## config.mk

```make
export PLATFORM = sky130hd
export DESIGN_NAME = rtc_core
export DESIGN_NICKNAME = d
export VERILOG_FILES = /design/src/hw/rtc_pkg.sv /design/src/hw/rtc_core.sv /design/src/hw/tick_gen.sv
export SDC_FILE = /design/constraint.sdc
export NUM_CORES = 1
export LEC_CHECK = 0
export BUFFER_PORTS_ARGS = -buffer_cell sky130_fd_sc_hd__buf_2
export CAP_MARGIN = 40
export CORE_MARGIN = 2
export CORE_UTILIZATION = 50
export DETAILED_ROUTE_END_ITERATION = 6
export MAX_ROUTING_LAYER = met4
export PLACE_DENSITY = 0.8
export SLEW_MARGIN = 15
export SYNTH_ARGS = -nofsm -noshare
export SYNTH_HDL_FRONTEND = slang
export SYNTH_SLANG_ARGS = --single-unit
```

## constraint.sdc

```tcl
create_clock -name clk -period 9.6 [get_ports clk]
set_input_delay 0.48 -clock clk [delete_from_list [all_inputs] [get_ports clk]]
set_output_delay 0.48 -clock clk [all_outputs]
set_load 0.1 [all_outputs]
```

## src/hw/rtc_pkg.sv

```systemverilog
package rtc_pkg;

    // Byte addresses of the register words.
    localparam logic [31:0] CTRL_ADDR      = 32'h1000_3000;
    localparam logic [31:0] SEC_ADDR       = 32'h1000_3004;
    localparam logic [31:0] ALARM_ADDR     = 32'h1000_3008;
    localparam logic [31:0] REGUL_ADDR     = 32'h1000_300c;
    localparam logic [31:0] IRQ_STAT_ADDR  = 32'h1000_3010;
    localparam logic [31:0] IRQ_MASK_ADDR  = 32'h1000_3014;

    // Control register field positions.
    localparam int CTRL_RUN_BIT   = 0;
    localparam int CTRL_SEL_BIT   = 1;
    localparam int CTRL_AE_BIT    = 2;
    localparam int CTRL_AIE_BIT   = 3;
    localparam int CTRL_AF_BIT    = 4;
    localparam int CTRL_TIE_BIT   = 5;
    localparam int CTRL_TF_BIT    = 6;
    localparam int CTRL_WRITE_LANDED_FLAG_BIT  = 7;
    localparam logic [31:0] CTRL_RESET = 32'h0000_0081;

    // Regulator register field positions and reset values.
    localparam int REG_PERIOD_LSB  = 0;
    localparam int REG_PERIOD_MSB  = 15;
    localparam int REG_STRETCH_LSB = 16;
    localparam int REG_STRETCH_MSB = 25;
    localparam int REG_LOCK_BIT    = 31;
    localparam logic [15:0] REG_PERIOD_RESET  = 16'h7fff;
    localparam logic [9:0]  REG_STRETCH_RESET = 10'h000;

    // Interrupt status and mask bit positions.
    localparam int IRQ_TICK_BIT  = 0;
    localparam int IRQ_ALARM_BIT = 1;
    localparam logic [1:0] IRQ_MASK_RESET = 2'h0;

    // Slow clock cycles for a write to land, and the cycles before the next one.
    localparam logic [1:0] WR_LAND_SLOW   = 2'h2;
    localparam logic [1:0] WR_SETTLE_SLOW = 2'h1;

    // Pulses per stretch group.
    localparam int STRETCH_GROUP = 1024;

    typedef enum logic [2:0] {
        SEL_CTRL  = 3'b000,
        SEL_SEC   = 3'b001,
        SEL_ALARM = 3'b010,
        SEL_REGUL = 3'b011,
        SEL_STAT  = 3'b100,
        SEL_MASK  = 3'b101,
        SEL_NONE  = 3'b111
    } reg_sel_t;

    typedef enum logic [1:0] {
        WR_IDLE   = 2'b00,
        WR_WAIT   = 2'b01,
        WR_SETTLE = 2'b10
    } wr_state_t;

endpackage

```

## src/hw/rtc_core.sv

```systemverilog
`timescale 1ns/100ps
module rtc_core #(
    parameter int PERIOD_W  = 16,
    parameter int STRETCH_W = 10
) (
    input  wire logic        clk,               // System clock, 10 MHz.
    input  wire logic        rst_b,             // Pin or wakeup reset, synchronous, active low.
    input  wire logic        ce,                // Clock enable, freezes all state when low except under the pin reset.
    input  wire logic        wdt_rst,           // Watchdog reset pulse, active high.
    input  wire logic        osc_slow_en,       // One cycle of the 32 kHz oscillator.
    input  wire logic        main_div_slow_en,  // One cycle of the divided main clock.
    input  wire logic        main_power_down,   // Main chip power is down.
    input  wire logic        psel,              // APB select.
    input  wire logic        penable,           // APB enable.
    input  wire logic        pwrite,            // APB write.
    input  wire logic [31:0] paddr,             // APB address.
    input  wire logic [31:0] pwdata,            // APB write data.
    output logic      [31:0] prdata,            // APB read data.
    output logic             pready,            // APB ready.
    output logic             pslverr,           // APB error on unmapped address.
    output logic             irq,               // Interrupt request, level.
    output logic             slow_source_sel    // Effective slow clock source.
);
    import rtc_pkg::*;

    if (PERIOD_W != REG_PERIOD_MSB - REG_PERIOD_LSB + 1) begin : g_bad_period
        $error("rtc_core: period width must match the regulator field");
    end
    if (STRETCH_W != REG_STRETCH_MSB - REG_STRETCH_LSB + 1) begin : g_bad_stretch
        $error("rtc_core: stretch width must match the regulator field");
    end

    function automatic reg_sel_t decode(input logic [31:0] addr);
        case (addr)
            CTRL_ADDR:     decode = SEL_CTRL;
            SEC_ADDR:      decode = SEL_SEC;
            ALARM_ADDR:    decode = SEL_ALARM;
            REGUL_ADDR:    decode = SEL_REGUL;
            IRQ_STAT_ADDR: decode = SEL_STAT;
            IRQ_MASK_ADDR: decode = SEL_MASK;
            default:       decode = SEL_NONE;
        endcase
    endfunction

    // Control fields.
    logic                 run_r;
    logic                 div_sel_r;
    logic                 alarm_en_r;
    logic                 alarm_ie_r;
    logic                 alarm_flag_r;
    logic                 tick_ie_r;
    logic                 tick_flag_r;
    // Timekeeping and regulator.
    logic [31:0]          sec_r;
    logic [31:0]          alarm_r;
    logic [PERIOD_W-1:0]  period_r;
    logic [STRETCH_W-1:0] stretch_r;
    logic                 lock_r;
    // Interrupt status and mask.
    logic [1:0]           stat_r;
    logic [1:0]           mask_r;
    // Write crossing.
    wr_state_t            wr_state_r;
    logic [1:0]           slow_cnt_r;
    reg_sel_t             pend_sel_r;
    logic [31:0]          pend_data_r;
    // Alarm edge detection.
    logic                 alarm_qual_prev_r;
    // Bus, interrupt and source outputs.
    logic [31:0]          prdata_r;
    logic                 pready_r;
    logic                 pslverr_r;
    logic                 irq_r;
    logic                 src_sel_r;

    logic       eff_sel;
    logic       slow_en;
    logic       setup;
    logic       wr_acc;
    reg_sel_t   acc_sel;
    reg_sel_t   setup_sel;
    logic       wr_start;
    logic       land;
    logic       tick;
    logic       tick_event;
    logic       alarm_qual;
    logic       alarm_event;
    logic       ctrl_wr;
    logic       ctrl_land;
    logic [31:0] rd_data;

    assign prdata          = prdata_r;
    assign pready          = pready_r;
    assign pslverr         = pslverr_r;
    assign irq             = irq_r;
    assign slow_source_sel = src_sel_r;

    always_comb begin
        eff_sel     = div_sel_r & ~main_power_down;
        slow_en     = eff_sel ? main_div_slow_en : osc_slow_en;
        setup       = psel & ~penable;
        setup_sel   = decode(paddr);
        acc_sel     = decode(paddr);
        wr_acc      = psel & penable & pready_r & pwrite & ~pslverr_r;
        ctrl_wr     = wr_acc & (acc_sel == SEL_CTRL);
        // Writes arriving while one is pending are dropped; software must poll first.
        wr_start    = wr_acc & (wr_state_r == WR_IDLE)
                      & (acc_sel inside {SEL_CTRL, SEL_SEC, SEL_ALARM, SEL_REGUL})
                      & ~((acc_sel == SEL_REGUL) & lock_r);
        land        = (wr_state_r == WR_WAIT) & slow_en
                      & (slow_cnt_r == WR_LAND_SLOW - 2'h1);
        ctrl_land   = land & (pend_sel_r == SEL_CTRL);
        tick_event  = tick & run_r;
        alarm_qual  = (sec_r == alarm_r) & alarm_en_r & run_r;
        alarm_event = alarm_qual & ~alarm_qual_prev_r;
    end

    tick_gen #(
        .PERIOD_W  (PERIOD_W),
        .STRETCH_W (STRETCH_W)
    ) u_tick_gen (
        .clk     (clk),
        .rst_b   (rst_b),
        .ce      (ce),
        .run     (run_r),
        .slow_en (slow_en),
        .period  (period_r),
        .stretch (stretch_r),
        .tick    (tick)
    );

    // Write crossing: the value lands on the second slow cycle, then one more settles.
    always_ff @(posedge clk) begin
        if (!rst_b || (ce && wdt_rst)) begin
            wr_state_r  <= WR_IDLE;
            slow_cnt_r  <= 2'h0;
            pend_sel_r  <= SEL_NONE;
            pend_data_r <= 32'h0000_0000;
        end else if (ce) begin
            case (wr_state_r)
                WR_IDLE: begin
                    if (wr_start) begin
                        wr_state_r  <= WR_WAIT;
                        slow_cnt_r  <= 2'h0;
                        pend_sel_r  <= acc_sel;
                        pend_data_r <= pwdata;
                    end
                end
                WR_WAIT: begin
                    if (land) begin
                        wr_state_r <= WR_SETTLE;
                        slow_cnt_r <= 2'h0;
                    end else if (slow_en) begin
                        slow_cnt_r <= slow_cnt_r + 2'h1;
                    end
                end
                WR_SETTLE: begin
                    if (slow_en) begin
                        if (slow_cnt_r == WR_SETTLE_SLOW - 2'h1) begin
                            wr_state_r <= WR_IDLE;
                        end else begin
                            slow_cnt_r <= slow_cnt_r + 2'h1;
                        end
                    end
                end
                default: begin
                    wr_state_r <= WR_IDLE;
                end
            endcase
        end
    end

    // Control fields that cross with the write; the watchdog leaves them alone.
    always_ff @(posedge clk) begin
        if (!rst_b) begin
            run_r      <= CTRL_RESET[CTRL_RUN_BIT];
            div_sel_r  <= CTRL_RESET[CTRL_SEL_BIT];
            alarm_en_r <= CTRL_RESET[CTRL_AE_BIT];
            alarm_ie_r <= CTRL_RESET[CTRL_AIE_BIT];
        end else if (ce && ctrl_land) begin
            run_r      <= pend_data_r[CTRL_RUN_BIT];
            div_sel_r  <= pend_data_r[CTRL_SEL_BIT];
            alarm_en_r <= pend_data_r[CTRL_AE_BIT];
            alarm_ie_r <= pend_data_r[CTRL_AIE_BIT];
        end
    end

    // Tick enable acts on the bus write itself, without the crossing delay.
    always_ff @(posedge clk) begin
        if (!rst_b) begin
            tick_ie_r <= CTRL_RESET[CTRL_TIE_BIT];
        end else if (ce && ctrl_wr) begin
            tick_ie_r <= pwdata[CTRL_TIE_BIT];
        end
    end

    // Flags clear at once on a written zero; a fresh event wins over the clear.
    always_ff @(posedge clk) begin
        if (!rst_b) begin
            tick_flag_r  <= CTRL_RESET[CTRL_TF_BIT];
            alarm_flag_r <= CTRL_RESET[CTRL_AF_BIT];
        end else if (ce) begin
            if (tick_event) begin
                tick_flag_r <= 1'b1;
            end else if (ctrl_wr && !pwdata[CTRL_TF_BIT]) begin
                tick_flag_r <= 1'b0;
            end
            if (alarm_event) begin
                alarm_flag_r <= 1'b1;
            end else if (ctrl_wr && !pwdata[CTRL_AF_BIT]) begin
                alarm_flag_r <= 1'b0;
            end
        end
    end

    // Seconds and alarm values have no reset so time survives every reset.
    always_ff @(posedge clk) begin
        if (ce) begin
            if (land && pend_sel_r == SEL_SEC) begin
                sec_r <= pend_data_r;
            end else if (tick_event) begin
                sec_r <= sec_r + 32'h0000_0001;
            end
            if (land && pend_sel_r == SEL_ALARM) begin
                alarm_r <= pend_data_r;
            end
        end
    end

    // An alarm fires once when the qualified match begins, not every cycle it holds.
    always_ff @(posedge clk) begin
        if (!rst_b) begin
            alarm_qual_prev_r <= 1'b0;
        end else if (ce) begin
            alarm_qual_prev_r <= alarm_qual;
        end
    end

    // Regulator fields; the lock clears on every reset.
    always_ff @(posedge clk) begin
        if (!rst_b) begin
            period_r  <= REG_PERIOD_RESET;
            stretch_r <= REG_STRETCH_RESET;
        end else if (ce && land && pend_sel_r == SEL_REGUL) begin
            period_r  <= pend_data_r[REG_PERIOD_MSB:REG_PERIOD_LSB];
            stretch_r <= pend_data_r[REG_STRETCH_MSB:REG_STRETCH_LSB];
        end
    end

    always_ff @(posedge clk) begin
        if (!rst_b || (ce && wdt_rst)) begin
            lock_r <= 1'b0;
        end else if (ce && land && pend_sel_r == SEL_REGUL
                     && pend_data_r[REG_LOCK_BIT]) begin
            lock_r <= 1'b1;
        end
    end

    // Sticky status, write one to clear, set wins over clear.
    always_ff @(posedge clk) begin
        if (!rst_b) begin
            stat_r <= 2'h0;
            mask_r <= IRQ_MASK_RESET;
        end else if (ce) begin
            for (int i = 0; i < 2; i++) begin
                if ((i == IRQ_TICK_BIT && tick_event) || (i == IRQ_ALARM_BIT && alarm_event)) begin
                    stat_r[i] <= 1'b1;
                end else if (wr_acc && acc_sel == SEL_STAT && pwdata[i]) begin
                    stat_r[i] <= 1'b0;
                end
            end
            if (wr_acc && acc_sel == SEL_MASK) begin
                mask_r <= pwdata[1:0];
            end
        end
    end

    always_ff @(posedge clk) begin
        if (!rst_b) begin
            irq_r     <= 1'b0;
            src_sel_r <= 1'b0;
        end else if (ce) begin
            irq_r     <= (tick_flag_r & tick_ie_r)
                         | (alarm_flag_r & alarm_ie_r)
                         | (|(stat_r & mask_r));
            src_sel_r <= eff_sel;
        end
    end

    always_comb begin
        rd_data = 32'h0000_0000;
        case (setup_sel)
            SEL_CTRL: begin
                rd_data[CTRL_RUN_BIT]  = run_r;
                rd_data[CTRL_SEL_BIT]  = div_sel_r;
                rd_data[CTRL_AE_BIT]   = alarm_en_r;
                rd_data[CTRL_AIE_BIT]  = alarm_ie_r;
                rd_data[CTRL_AF_BIT]   = alarm_flag_r;
                rd_data[CTRL_TIE_BIT]  = tick_ie_r;
                rd_data[CTRL_TF_BIT]   = tick_flag_r;
                rd_data[CTRL_WRITE_LANDED_FLAG_BIT] = (wr_state_r == WR_IDLE);
            end
            SEL_SEC:   rd_data = sec_r;
            SEL_ALARM: rd_data = alarm_r;
            SEL_REGUL: begin
                rd_data[REG_PERIOD_MSB:REG_PERIOD_LSB]   = period_r;
                rd_data[REG_STRETCH_MSB:REG_STRETCH_LSB] = stretch_r;
                rd_data[REG_LOCK_BIT]                    = lock_r;
            end
            SEL_STAT:  rd_data[1:0] = stat_r;
            SEL_MASK:  rd_data[1:0] = mask_r;
            default:   rd_data = 32'h0000_0000;
        endcase
    end

    // No wait states: data and ready are registered in the setup cycle.
    always_ff @(posedge clk) begin
        if (!rst_b) begin
            prdata_r  <= 32'h0000_0000;
            pready_r  <= 1'b0;
            pslverr_r <= 1'b0;
        end else if (ce) begin
            pready_r  <= setup;
            pslverr_r <= setup & (setup_sel == SEL_NONE);
            if (setup && !pwrite) begin
                prdata_r <= rd_data;
            end
        end
    end

endmodule

```

## src/hw/tick_gen.sv

```systemverilog
`timescale 1ns/100ps
module tick_gen #(
    parameter int PERIOD_W  = 16,
    parameter int STRETCH_W = 10
) (
    input  wire logic                 clk,      // System clock.
    input  wire logic                 rst_b,    // Synchronous reset, active low.
    input  wire logic                 ce,       // Clock enable.
    input  wire logic                 run,      // Timekeeping enabled.
    input  wire logic                 slow_en,  // One slow clock cycle elapsed.
    input  wire logic [PERIOD_W-1:0]  period,   // Tick period count.
    input  wire logic [STRETCH_W-1:0] stretch,  // Stretched pulses per group.
    output logic                      tick      // One-cycle tick pulse.
);
    import rtc_pkg::*;

    if (STRETCH_W != $clog2(STRETCH_GROUP)) begin : g_bad_stretch
        $error("tick_gen: stretch width must match the group size");
    end
    if (PERIOD_W < 2) begin : g_bad_period
        $error("tick_gen: period width too small");
    end

    logic [PERIOD_W:0]    cyc_r;
    logic [STRETCH_W-1:0] idx_r;
    logic [PERIOD_W:0]    last_cyc;

    // Stretched pulses come first in each group of the pulse index.
    always_comb begin
        last_cyc = {1'b0, period} + ((idx_r < stretch) ? 1'b1 : 1'b0);
    end

    always_ff @(posedge clk) begin
        if (!rst_b) begin
            cyc_r <= '0;
            idx_r <= '0;
            tick  <= 1'b0;
        end else if (ce) begin
            tick <= 1'b0;
            if (!run) begin
                cyc_r <= '0;
            end else if (slow_en) begin
                if (cyc_r >= last_cyc) begin
                    cyc_r <= '0;
                    idx_r <= idx_r + 1'b1;
                    tick  <= 1'b1;
                end else begin
                    cyc_r <= cyc_r + 1'b1;
                end
            end
        end
    end

endmodule
```

# Word-level counts from Yosys, hierarchy flattened

Index checks and enable logic that the tools add are counted.
W data, S select, Z words.

Bitwise gates (word level): 29
Reduce and logical (&&, ||, !) cells: 45
Mux-type cells: 35
$add $sub $neg: 5
Equality and inequality tests: 26
Magnitude comparators: 2

Operator list:

| cell                    | number |
|---|---|
| $eq A32 B29 Y1 const B  | 6 |
| $mux W32                | 2 |
| $pmux W18 S3            | 1 |
| $mux W17                | 3 |
| $add A32 B1 Y32 const B | 1 |
| $eq A32 B32 Y1          | 1 |
| $pmux W6 S4             | 1 |
| $and A1 B1 Y1           | 21 |
| $mux W2                 | 9 |
| $pmux W3 S6             | 1 |
| $reduce_and A2 Y1       | 9 |
| $add A16 B17 Y17        | 1 |
| $add A17 B1 Y17 const B | 1 |
| $ge A17 B17 Y1          | 1 |
| $logic_and A1 B1 Y1     | 15 |
| $mux W1                 | 13 |
| $eq A3 B2 Y1 const B    | 4 |
| $pmux W2 S3             | 2 |
| $pmux W2 S6             | 1 |
| $add A10 B1 Y10 const B | 1 |
| $lt A10 B10 Y1          | 1 |
| $ne A2 B2 Y1 const B    | 5 |
| $pmux W5 S2             | 1 |
| $reduce_bool A2 Y1      | 5 |
| other kinds (22)        | 36 |

Output and inout bits: 36
Input port bits: 74
Word-level logic and storage cells: 170
Register bits after elaboration: 206

# Logic depth before layout (Yosys ltp)

Gate-level depths: netlist of run 1.

Depth in word-level cells: 9
Depth in mapped cells: 22
Gate-level depth less buffers: 20

# Modules after synthesis

From an unflattened synthesis of run 1, not the netlist that was laid out.

Cell total of the unflattened synthesis: 1131
Area total of the unflattened synthesis: 10702.8 µm²

Modules (own cells, without submodules):

| module   | cells each | area an instance (µm²) | seq. area each (µm²) | times used |
|---|---|---|---|---|
| rtc_core | 849        | 8433.1                 | 4204.0               | 1 |
| tick_gen | 282        | 2269.7                 | 560.5                | 1 |

# Worst setup path before layout of run 1

No wires, ideal clock.

Path type: reg2reg
Start point: register stretch_r[9]
End point: register u_tick_gen.idx_r[8]
Setup time: 0.070 ns
Required time: 9.530 ns
Buffers on the path: 1
Path slack: 5.275 ns
Arrival: 4.255 ns
Period minus slack after synthesis: 4.325 ns
Cell stages (with the launch flop): 20
Cells stage by stage: dfxtp_1 > inv_1 > ha_1 > a2111oi_0 > nand2b_1 > o21ai_0 > ha_1 > ha_1 > nand3_1 > nor2_1 > nand4_1 > xor2_1 > ha_1 > nand4_1 > or4_1 > a21oi_1 > nor4_2 > buf_6 > or4_1 > a21oi_1

Cells in the longest elaborated chain, start to end: 5

RTL lines:

| item                        | line            | source |
|---|---|---|
| start: declaration          | rtc_core.sv:57  | `logic [STRETCH_W-1:0] stretch_r;` |
| start signal: assignment    | rtc_core.sv:246 | `stretch_r <= pend_data_r[REG_STRETCH_MSB:REG_STRETCH_LSB];` |
| $lt A10 B10 Y1              | tick_gen.sv:30  | `last_cyc = {1'b0, period} + ((idx_r < stretch) ? 1'b1 : 1'b0);` |
| $mux W1                     | tick_gen.sv:30  |  |
| $add A16 B17 Y17            | tick_gen.sv:30  |  |
| $ge A17 B17 Y1              | tick_gen.sv:43  | `if (cyc_r >= last_cyc) begin` |
| $reduce_and A4 Y1 (no line) | --              |  |
| end signal: assignment      | tick_gen.sv:45  | `idx_r <= idx_r + 1'b1;` |
| end: declaration            | tick_gen.sv:25  | `logic [STRETCH_W-1:0] idx_r;` |

No other way between the ends.
A chain may end at the register's enable or synchronous reset.

# Worst setup path in the final report of run 1

Start point: register stretch_r[9]
End point: register u_tick_gen.cyc_r[11]

Cells in the longest elaborated chain, start to end: 7

RTL lines:

| item                   | line           | source |
|---|---|---|
| $lt A10 B10 Y1         | tick_gen.sv:30 |  |
| $mux W1                | tick_gen.sv:30 |  |
| $add A16 B17 Y17       | tick_gen.sv:30 |  |
| $ge A17 B17 Y1         | tick_gen.sv:43 |  |
| $mux W17               | tick_gen.sv:43 |  |
| $mux W17               | tick_gen.sv:42 | `end else if (slow_en) begin` |
| $mux W17               | tick_gen.sv:40 | `if (!run) begin` |
| end signal: assignment | tick_gen.sv:48 | `cyc_r <= cyc_r + 1'b1;` |
| end: declaration       | tick_gen.sv:24 | `logic [PERIOD_W:0] cyc_r;` |

No other way between the ends. The select of a mux whose other input is x is not followed.

==> results of run 1 <==
how the worst max path moves through the flow:
stage | cells past startpoint | end | slack, ns | start
final | 19 | u_tick_gen.cyc_r[11] | 4.57 | stretch_r[9]
after global routing | 19 | u_tick_gen.idx_r[9] | 4.05 | stretch_r[9]
after CTS | 19 | u_tick_gen.cyc_r[11] | 4.55 | stretch_r[9]
after detailed placement | 19 | u_tick_gen.cyc_r[5] | 4.59 | stretch_r[9]
after global placement | 18 | u_tick_gen.cyc_r[15] | 4.57 | stretch_r[9]
after floorplan | 19 | u_tick_gen.idx_r[8] | 5.27 | stretch_r[9]
per-layer routing:
layer  wire length, um  vias up  part of all wire, %  GRT usage, %
li1                  -     4431                    -             -
met1             11860     4355                   41         34.98
met2             13470      429                   47         42.45
met3              2733       65                  9.4         4.740
met4               877        0                  3.0         9.476
met5                 0        -                    0             -
worst min-delay path: stages:
cell and delay (ns):
buf_2 0.09, nand2_1 0.04, a21oi_1 0.05
cell families after synthesis:
kind of cell / count (synthesis) / synth area share (%)
multiplexers: 46 / 4.442
AO/OA/AOI/OAI: 241 / 13.68
buffers and inverters: 97 / 3.672
flip-flops: 206 / 45.11
XOR/XNOR: 90 / 7.463
AND/OR/NAND/NOR: 472 / 21.13
adder cells (fa/ha/maj): 38 / 4.501
cells in the mapped netlist (all sizes together) (3+ instances only):
library cell | n | share of area (%)
nand2b | 8 | 0.47
a22oi | 3 | 0.21
a21o | 6 | 0.43
nor2 | 97 | 3.4
nand3 | 47 | 2.2
dfxtp | 142 | 27
a21oi | 126 | 6.0
and4 | 8 | 0.66
a32oi | 3 | 0.25
o21a | 7 | 0.50
nor3 | 28 | 1.3
o211ai | 10 | 0.76
nor3b | 3 | 0.21
nor2b | 4 | 0.24
buf | 15 | 0.75
nand2 | 185 | 6.6
nor4b | 3 | 0.37
and3 | 17 | 1.0
edfxtp | 64 | 18
mux2 | 7 | 0.75
nor4 | 18 | 1.2
xor2 | 59 | 4.9
nand4 | 34 | 2.0
ha | 38 | 4.5
inv | 28 | 1.0
mux2i | 39 | 3.7
clkbuf | 53 | 1.9
or4 | 9 | 0.64
o21ai | 35 | 1.7
a221oi | 7 | 0.58
a31oi | 4 | 0.24
xnor2 | 31 | 2.6
a2111oi | 4 | 0.33
or3 | 4 | 0.24
o31ai | 15 | 1.1
metrics by stage:
step | hold WS, ns | area [um2] | util [%]
final | 0.1943 | 12150 | 58.15
after global routing | 0.1971 | 12150 | 58.15
after CTS | 0.1880 | 12150 | 58.15
after detailed placement | 0.4469 | 11380 | 54.47
after global placement | 0.4356 | 11290 | 54.06
after floorplan | 0.4307 | 10560 | -
area by class of cell:
type	count	area (um2)	share of cell area, %
Clock buffer	26	596.8	4.913
Tap cell	275	344.1	2.833
Timing Repair Buffer	126	713.2	5.871
Sequential cell	206	4765	39.23
Clock inverter	16	171.4	1.411
Multi-Input combinational cell	887	5448	44.85
Inverter	29	108.9	0.8962
sequential cells by signal, summed over array words and instances, names as in the netlist, 2 cells and up:
signal and flops:
alarm_r 32, mask_r 2, pend_data_r 32, pend_sel_r 3, period_r 16, prdata 32
sec_r 32, slow_cnt_r 2, stat_r 2, stretch_r 10, u_tick_gen.cyc_r 17, u_tick_gen.idx_r 10
wr_state_r 2
power by group through the flow:
stage,clock network [uW],registers [uW],logic (uW)
3_3_place_gp,0,919,75.8
2_1_floorplan,0,928,37.7
4_1_cts,908,900,79.7
3_5_place_dp,0,919,79.2
5_1_grt,944,901,85.7
6_report,898,901,80.6
==> results.sh, run 1 <==
export IMPL_outcome="finished clean"
export IMPL_cts_max_path_buffers=3
export IMPL_r2r_end="u_tick_gen.cyc_r[11]"
export IMPL_placementRows=53
export IMPL_path_max_fanout=10
export IMPL_comb_power_share_pct=4.3
export IMPL_syn_inst=1190
export IMPL_post_route_period_util_pct=52.43
export IMPL_synthFlopType="dfxtp_1"
export IMPL_slowest_stage="a2111oi_0"
export IMPL_grt_pass1_vias=8876
export IMPL_die_area_mm2=0.02230
export IMPL_cp_cell_sequence="inv_1 > ha_1 > a2111oi_0 > nand2b_1 > o21ai_0 > ha_1 > ha_1 > nand3_1 > nor2_1 > nand4_1 > xor2_1 > ha_1 > nand4_1 > or4_1 > a21oi_1 > nor4_4 > a21boi_1 > buf_4 > nor3_1"
export IMPL_p_leak_uw=0.004544
export IMPL_timing_slew_headroom_pct=44.46
export IMPL_postRouteAntennaNets=0
export IMPL_setup_viol=0
export IMPL_p_clk_share_pct=47.8
export IMPL_reg2reg_slack_ns=4.57
export IMPL_p_int_uw=1455
export IMPL_fin_cells=1565
export IMPL_powerDensity_mw_per_mm2=154.7
export IMPL_track_usage_pct=26.92
export IMPL_num_antenna_cells=0
export IMPL_crit_type="flip-flop to flip-flop"
export IMPL_synth_distinct_cells=65
export IMPL_hold_violations=0
export IMPL_tns_ns=0
export IMPL_grt_max_degree=65
export IMPL_hpwl_um=20520
export IMPL_synth_seq_cells=206
export IMPL_hold_class="input port to flip-flop"
export IMPL_syn_to_final_growth_pct=15.00
export IMPL_cp_top_family="compound AO/OA/AOI/OAI gates"
export IMPL_r2r_start="stretch_r[9]"
export IMPL_io_pins=110
export IMPL_endpoint_kind="flip-flop"
export IMPL_overflow=0
export IMPL_crit_path_frequent_cell="ha_1"
export IMPL_timing_fmax_mhz=198.7
export IMPL_clockRootBuffer="clkbuf_16"
export IMPL_yosys_warnings=0
export IMPL_synth_fp_nets=1302
export IMPL_layout_commonest_cell="nand2_1"
export IMPL_clock_skew_ns=0.02460
export IMPL_cp_slowest_stage_delay_ns=0.56
export IMPL_dp_slack_ns=4.590
export IMPL_ctsHoldBuffers=0
export IMPL_grt_pass1_wl_um=46490
export IMPL_min_delay_start="pwdata[31]"
export IMPL_clkLatencyLatePin_ns=0.53
export IMPL_crit_path_start_kind="flip-flop"
export IMPL_cts_buffers=23
export IMPL_finalNetCount=1385
export IMPL_port_buffers=109
export IMPL_nFillCells=1785
export IMPL_route_detailed_drc=0
export IMPL_post_cts_buffers=0
export IMPL_slew_viol_final=0
export IMPL_final_layout_size_suffix_gt1_share_pct=14.19
export IMPL_vias=9280
export IMPL_grt_setup_unrepaired="no"
export IMPL_holdPathStages=3
export IMPL_final_cell_mix="185 x nand2_1, 142 x dfxtp_1, 125 x a21oi_1, 109 x buf_2, 96 x nor2_1"
export IMPL_start_util_pct=50.57
export IMPL_htreeDepth=1
export IMPL_grt_antenna_before_repair=0
export IMPL_postCtsResizedCells=0
export IMPL_routedWlPerCell_um=18.49
export IMPL_synth_edf_count=64
export IMPL_vias_per_cell=5.930
export IMPL_pwr_share_seq_pct=47.9
export IMPL_die_w_um=149.3
export IMPL_period_minus_slack_ns=5.034
export IMPL_setup_ws_ns=4.566
export IMPL_wirelength_um=28940
export IMPL_drt_iter0_markers=763
export IMPL_reg2reg_depth=19
export IMPL_crit_arrival_ns=5.41
export IMPL_synth_area_per_cell_um2=8.876
export IMPL_dr_pass1_iters=6
export IMPL_swShare_pct=22.56
export IMPL_cts_tree="built"
export IMPL_critPathBufInv=2
export IMPL_die_y_um=149.3
export IMPL_cts_sinks=206
export IMPL_maxCapViolCount=0
export IMPL_hold_path_end="pend_data_r[31]"
export IMPL_tightest_slew_ns=0.8268
export IMPL_placed_cells=1523
export IMPL_ys_async_sr_fraction_pct=0
export IMPL_cp_data_required_time_ns=9.98
export IMPL_ir_worst_vdd_v=0.0001313
export IMPL_ys_seq_area_share_pct=45.11
export IMPL_total_power_uw=1879
export IMPL_power_switching_uw=423.9
export IMPL_routabilityCongestion=0.9100
export IMPL_coreArea_mm2=0.02089
export IMPL_path_clk_slew_ns=0.06
export IMPL_synthesis_area_mm2=0.01056
Power figures use the tool's default switching activity.
==> run 2, diff against run 1 <==
--- a/config.mk
+++ b/config.mk
@@ -5,6 +5,7 @@
 export SDC_FILE = /design/constraint.sdc
 export NUM_CORES = 1
 export LEC_CHECK = 0
+export ABC_AREA = 1
 export BUFFER_PORTS_ARGS = -buffer_cell sky130_fd_sc_hd__buf_2
 export CAP_MARGIN = 40
 export CORE_MARGIN = 2
==> constraint.sdc (replaced) <==
create_clock -name clk -period 4.8 [get_ports clk]
set_input_delay 0.24 -clock clk [delete_from_list [all_inputs] [get_ports clk]]
set_output_delay 0.24 -clock clk [all_outputs]
set_load 0.1 [all_outputs]
==> results.sh, run 2 <==
export IMPL_outcome="finished clean"
export IMPL_synth_xor_area_share_pct=5.032
export IMPL_wirelength_um=30680
export IMPL_cts_tree="built"
export IMPL_synth_area_leaders="dfxtp_1 26%, edfxtp_1 17%, nand2_1 10%"
export IMPL_powerDensity_mw_per_mm2=289.3
export IMPL_synth_compound_area_share_pct=14.50
export IMPL_synth_fp_nets=1554
export IMPL_path_clk_slew_ns=0.06
export IMPL_synthMuxAreaShare_pct=0
export IMPL_grt_antenna_before_repair=0
export IMPL_coreArea_mm2=0.02182
export IMPL_num_antenna_cells=0
export IMPL_cp_data_required_time_ns=5.25
export IMPL_synth_area_per_cell_um2=7.725
export IMPL_route_detailed_drc=0
export IMPL_final_area_mm2=0.01300
export IMPL_crit_type="flip-flop to flip-flop"
export IMPL_layout_commonest_cell="nand2_1"
export IMPL_yosys_warnings=0
export IMPL_track_usage_pct=26.32
export IMPL_crit_path_start_kind="flip-flop"
export IMPL_synth_top_family_by_area="simple AND/OR/NAND/NOR gates"
export IMPL_tns_ns=0
export IMPL_slowest_stage="a221oi_2"
export IMPL_final_layout_size_suffix_gt1_share_pct=15.06
export IMPL_overflow=0
export IMPL_synth_edf_count=64
export IMPL_postRouteAntennaNets=0
export IMPL_cp_slowest_stage_delay_ns=0.37
export IMPL_drt_iter0_markers=826
export IMPL_path_max_fanout=9
export IMPL_ys_seq_area_share_pct=42.77
export IMPL_endpoint_kind="flip-flop"
export IMPL_synth_largest_area_cell="dfxtp_1"
export IMPL_synthFlopType="dfxtp_1"
export IMPL_ys_async_sr_fraction_pct=0
export IMPL_synth_fa_ha_area_share_pct=4.268
export IMPL_ir_worst_vdd_v=0.0002650
export IMPL_period_minus_slack_ns=4.518
export IMPL_die_w_um=153.3
export IMPL_finalNetCount=1682
export IMPL_clockRootBuffer="clkbuf_16"
export IMPL_p_leak_uw=0.005289
export IMPL_hpwl_um=21950
export IMPL_hold_class="input port to flip-flop"
export IMPL_slew_viol_final=0
export IMPL_port_buffers=109
export IMPL_synthesis_area_mm2=0.01114
export IMPL_synth_top_area_share_pct=25.52
export IMPL_die_y_um=153.3
export IMPL_setup_ws_ns=0.2822
export IMPL_routabilityCongestion=0.9319
export IMPL_syn_inst=1442
export IMPL_grt_pass1_wl_um=49510
export IMPL_start_util_pct=51.04
export IMPL_synth_seq_cells=206
export IMPL_synthTopCellsByCount="308 x nand2_1, 152 x inv_1, 142 x dfxtp_1"
export IMPL_die_area_mm2=0.02349
export IMPL_final_util_pct=59.56
export IMPL_synth_most_common_cell="nand2_1"
export IMPL_cts_sinks=206
export IMPL_io_pins=110
export IMPL_routedWlPerCell_um=16.43
export IMPL_dr_pass1_iters=6
export IMPL_final_cell_mix="307 x nand2_1, 151 x inv_1, 142 x dfxtp_1, 132 x a21oi_1, 128 x nor2_1"
export IMPL_maxCapViolCount=0
export IMPL_crit_path_frequent_cell="nand2_1"
export IMPL_grt_max_degree=62
export IMPL_timing_slew_headroom_pct=48.85
export IMPL_nFillCells=1913
export IMPL_htreeDepth=1
export IMPL_placementRows=54
export IMPL_hold_violations=0
export IMPL_post_route_period_util_pct=94.12
export IMPL_clkLatencyLatePin_ns=0.53
export IMPL_crit_arrival_ns=4.97
export IMPL_syn_to_final_growth_pct=16.68
export IMPL_grt_pass1_vias=10210
export IMPL_synth_distinct_cells=50
export IMPL_clock_skew_ns=0.02268
export IMPL_vias=10370
export IMPL_timing_fmax_mhz=221.3
export IMPL_dp_slack_ns=0.05627
export IMPL_grt_setup_unrepaired="yes"
export IMPL_tightest_slew_ns=0.7672
export IMPL_vias_per_cell=5.555
export IMPL_cts_max_path_buffers=3
export IMPL_synth_simple_area_share_pct=25.83
export IMPL_setup_viol=0
export IMPL_cts_buffers=23
export IMPL_dpl_instance_area_mm2=0.01197
run 2: changes by cell type after synthesis, moves of 14 or more:
cell,previous run,this run
and3_1,17,0
xnor2_1,31,17
inv_1,28,152
mux2i_1,39,0
clkbuf_1,52,24
o21ai_0,33,102
nor2_1,97,130
nand3_1,47,91
nand2_1,185,308
o21ai_1,2,30
run 2: final cells by class:
| class | instances | area (um2) | share of cell area [%] |
|---|---|---|---|
| well taps | 280 | 350.3 | 2.695 |
| inverters | 159 | 596.8 | 4.592 |
| clock inverters | 10 | 117.6 | 0.9049 |
| multi-input cells | 1030 | 5573 | 42.88 |
| clock buffers | 32 | 670.6 | 5.160 |
| repair buffers | 150 | 924.6 | 7.114 |
| flip-flops and latches | 206 | 4765 | 36.66 |
run 2: path summary, 6_finish.rpt:
path,depth (start not counted),to,from,slack [ns]
worst max-delay path,25,u_tick_gen.idx_r[4],stretch_r[3],0.28
worst min-delay path,3,pend_data_r[22],pwdata[22],0.01
worst max register to register,25,u_tick_gen.idx_r[4],stretch_r[3],0.28
worst min register to register,0,alarm_r[16],pend_data_r[16],0.43
run 2: logic make-up (layout without fill, tap and decap cells):
logic type | count (synthesis) | in the layout
and+or+nand+nor | 628 | 628
AOI/OAI and AO/OA | 300 | 300
DFF | 206 | 206
buffers and inverters | 206 | 351
xor gates and xnor gates | 64 | 64
adders and majority gates | 38 | 38
run 2: per-layer routing:
layer | wire (um) | vias to the layer above | global-route usage (%)
li1 | - | 5058 | -
met2 | 14830 | 449 | 44.90
met5 | 0 | - | -
met3 | 2324 | 76 | 4.083
met1 | 12440 | 4788 | 31.53
met4 | 1088 | 0 | 9.612
run 2: repair_timing:
| action | 4_1_cts | 5_1_grt |
|---|---|---|
| hold endpoints to repair | 20 | 0 |
| resized for setup | 0 | 9 |
| hold buffers | 20 | 0 |
| buffers inserted | 0 | 1 |
| setup endpoints to repair | 0 | 25 |
run 2: power breakdown:
| group | internal (uW) | switching, uW | leakage, uW |
|---|---|---|---|
| clock | 1090 | 728 | 0.000382 |
| combinational | 53.2 | 98.7 | 0.00319 |
| sequential | 1790 | 3.28 | 0.00172 |
run 2: worst max-delay path, delay by kind of cell, from the launching register on:
family,cells,cell delay (ns)
and+or+nand+nor,11,1.34
AOI/OAI and AO/OA,6,1.12
adders and majority gates,4,1.05
buffers and inverters,3,0.42
DFF,1,0.36
xor gates and xnor gates,1,0.17
run 2: metrics by stage:
step,hold WS (ns),std cells,total power (uW)
after floorplan,0.3831,1442,1906
after global placement,0.4097,1800,1963
after detailed placement,0.4127,1804,1966
after CTS,0.0007349,1866,3769
after global routing,0.01504,1867,3858
final,0.009961,1867,3761
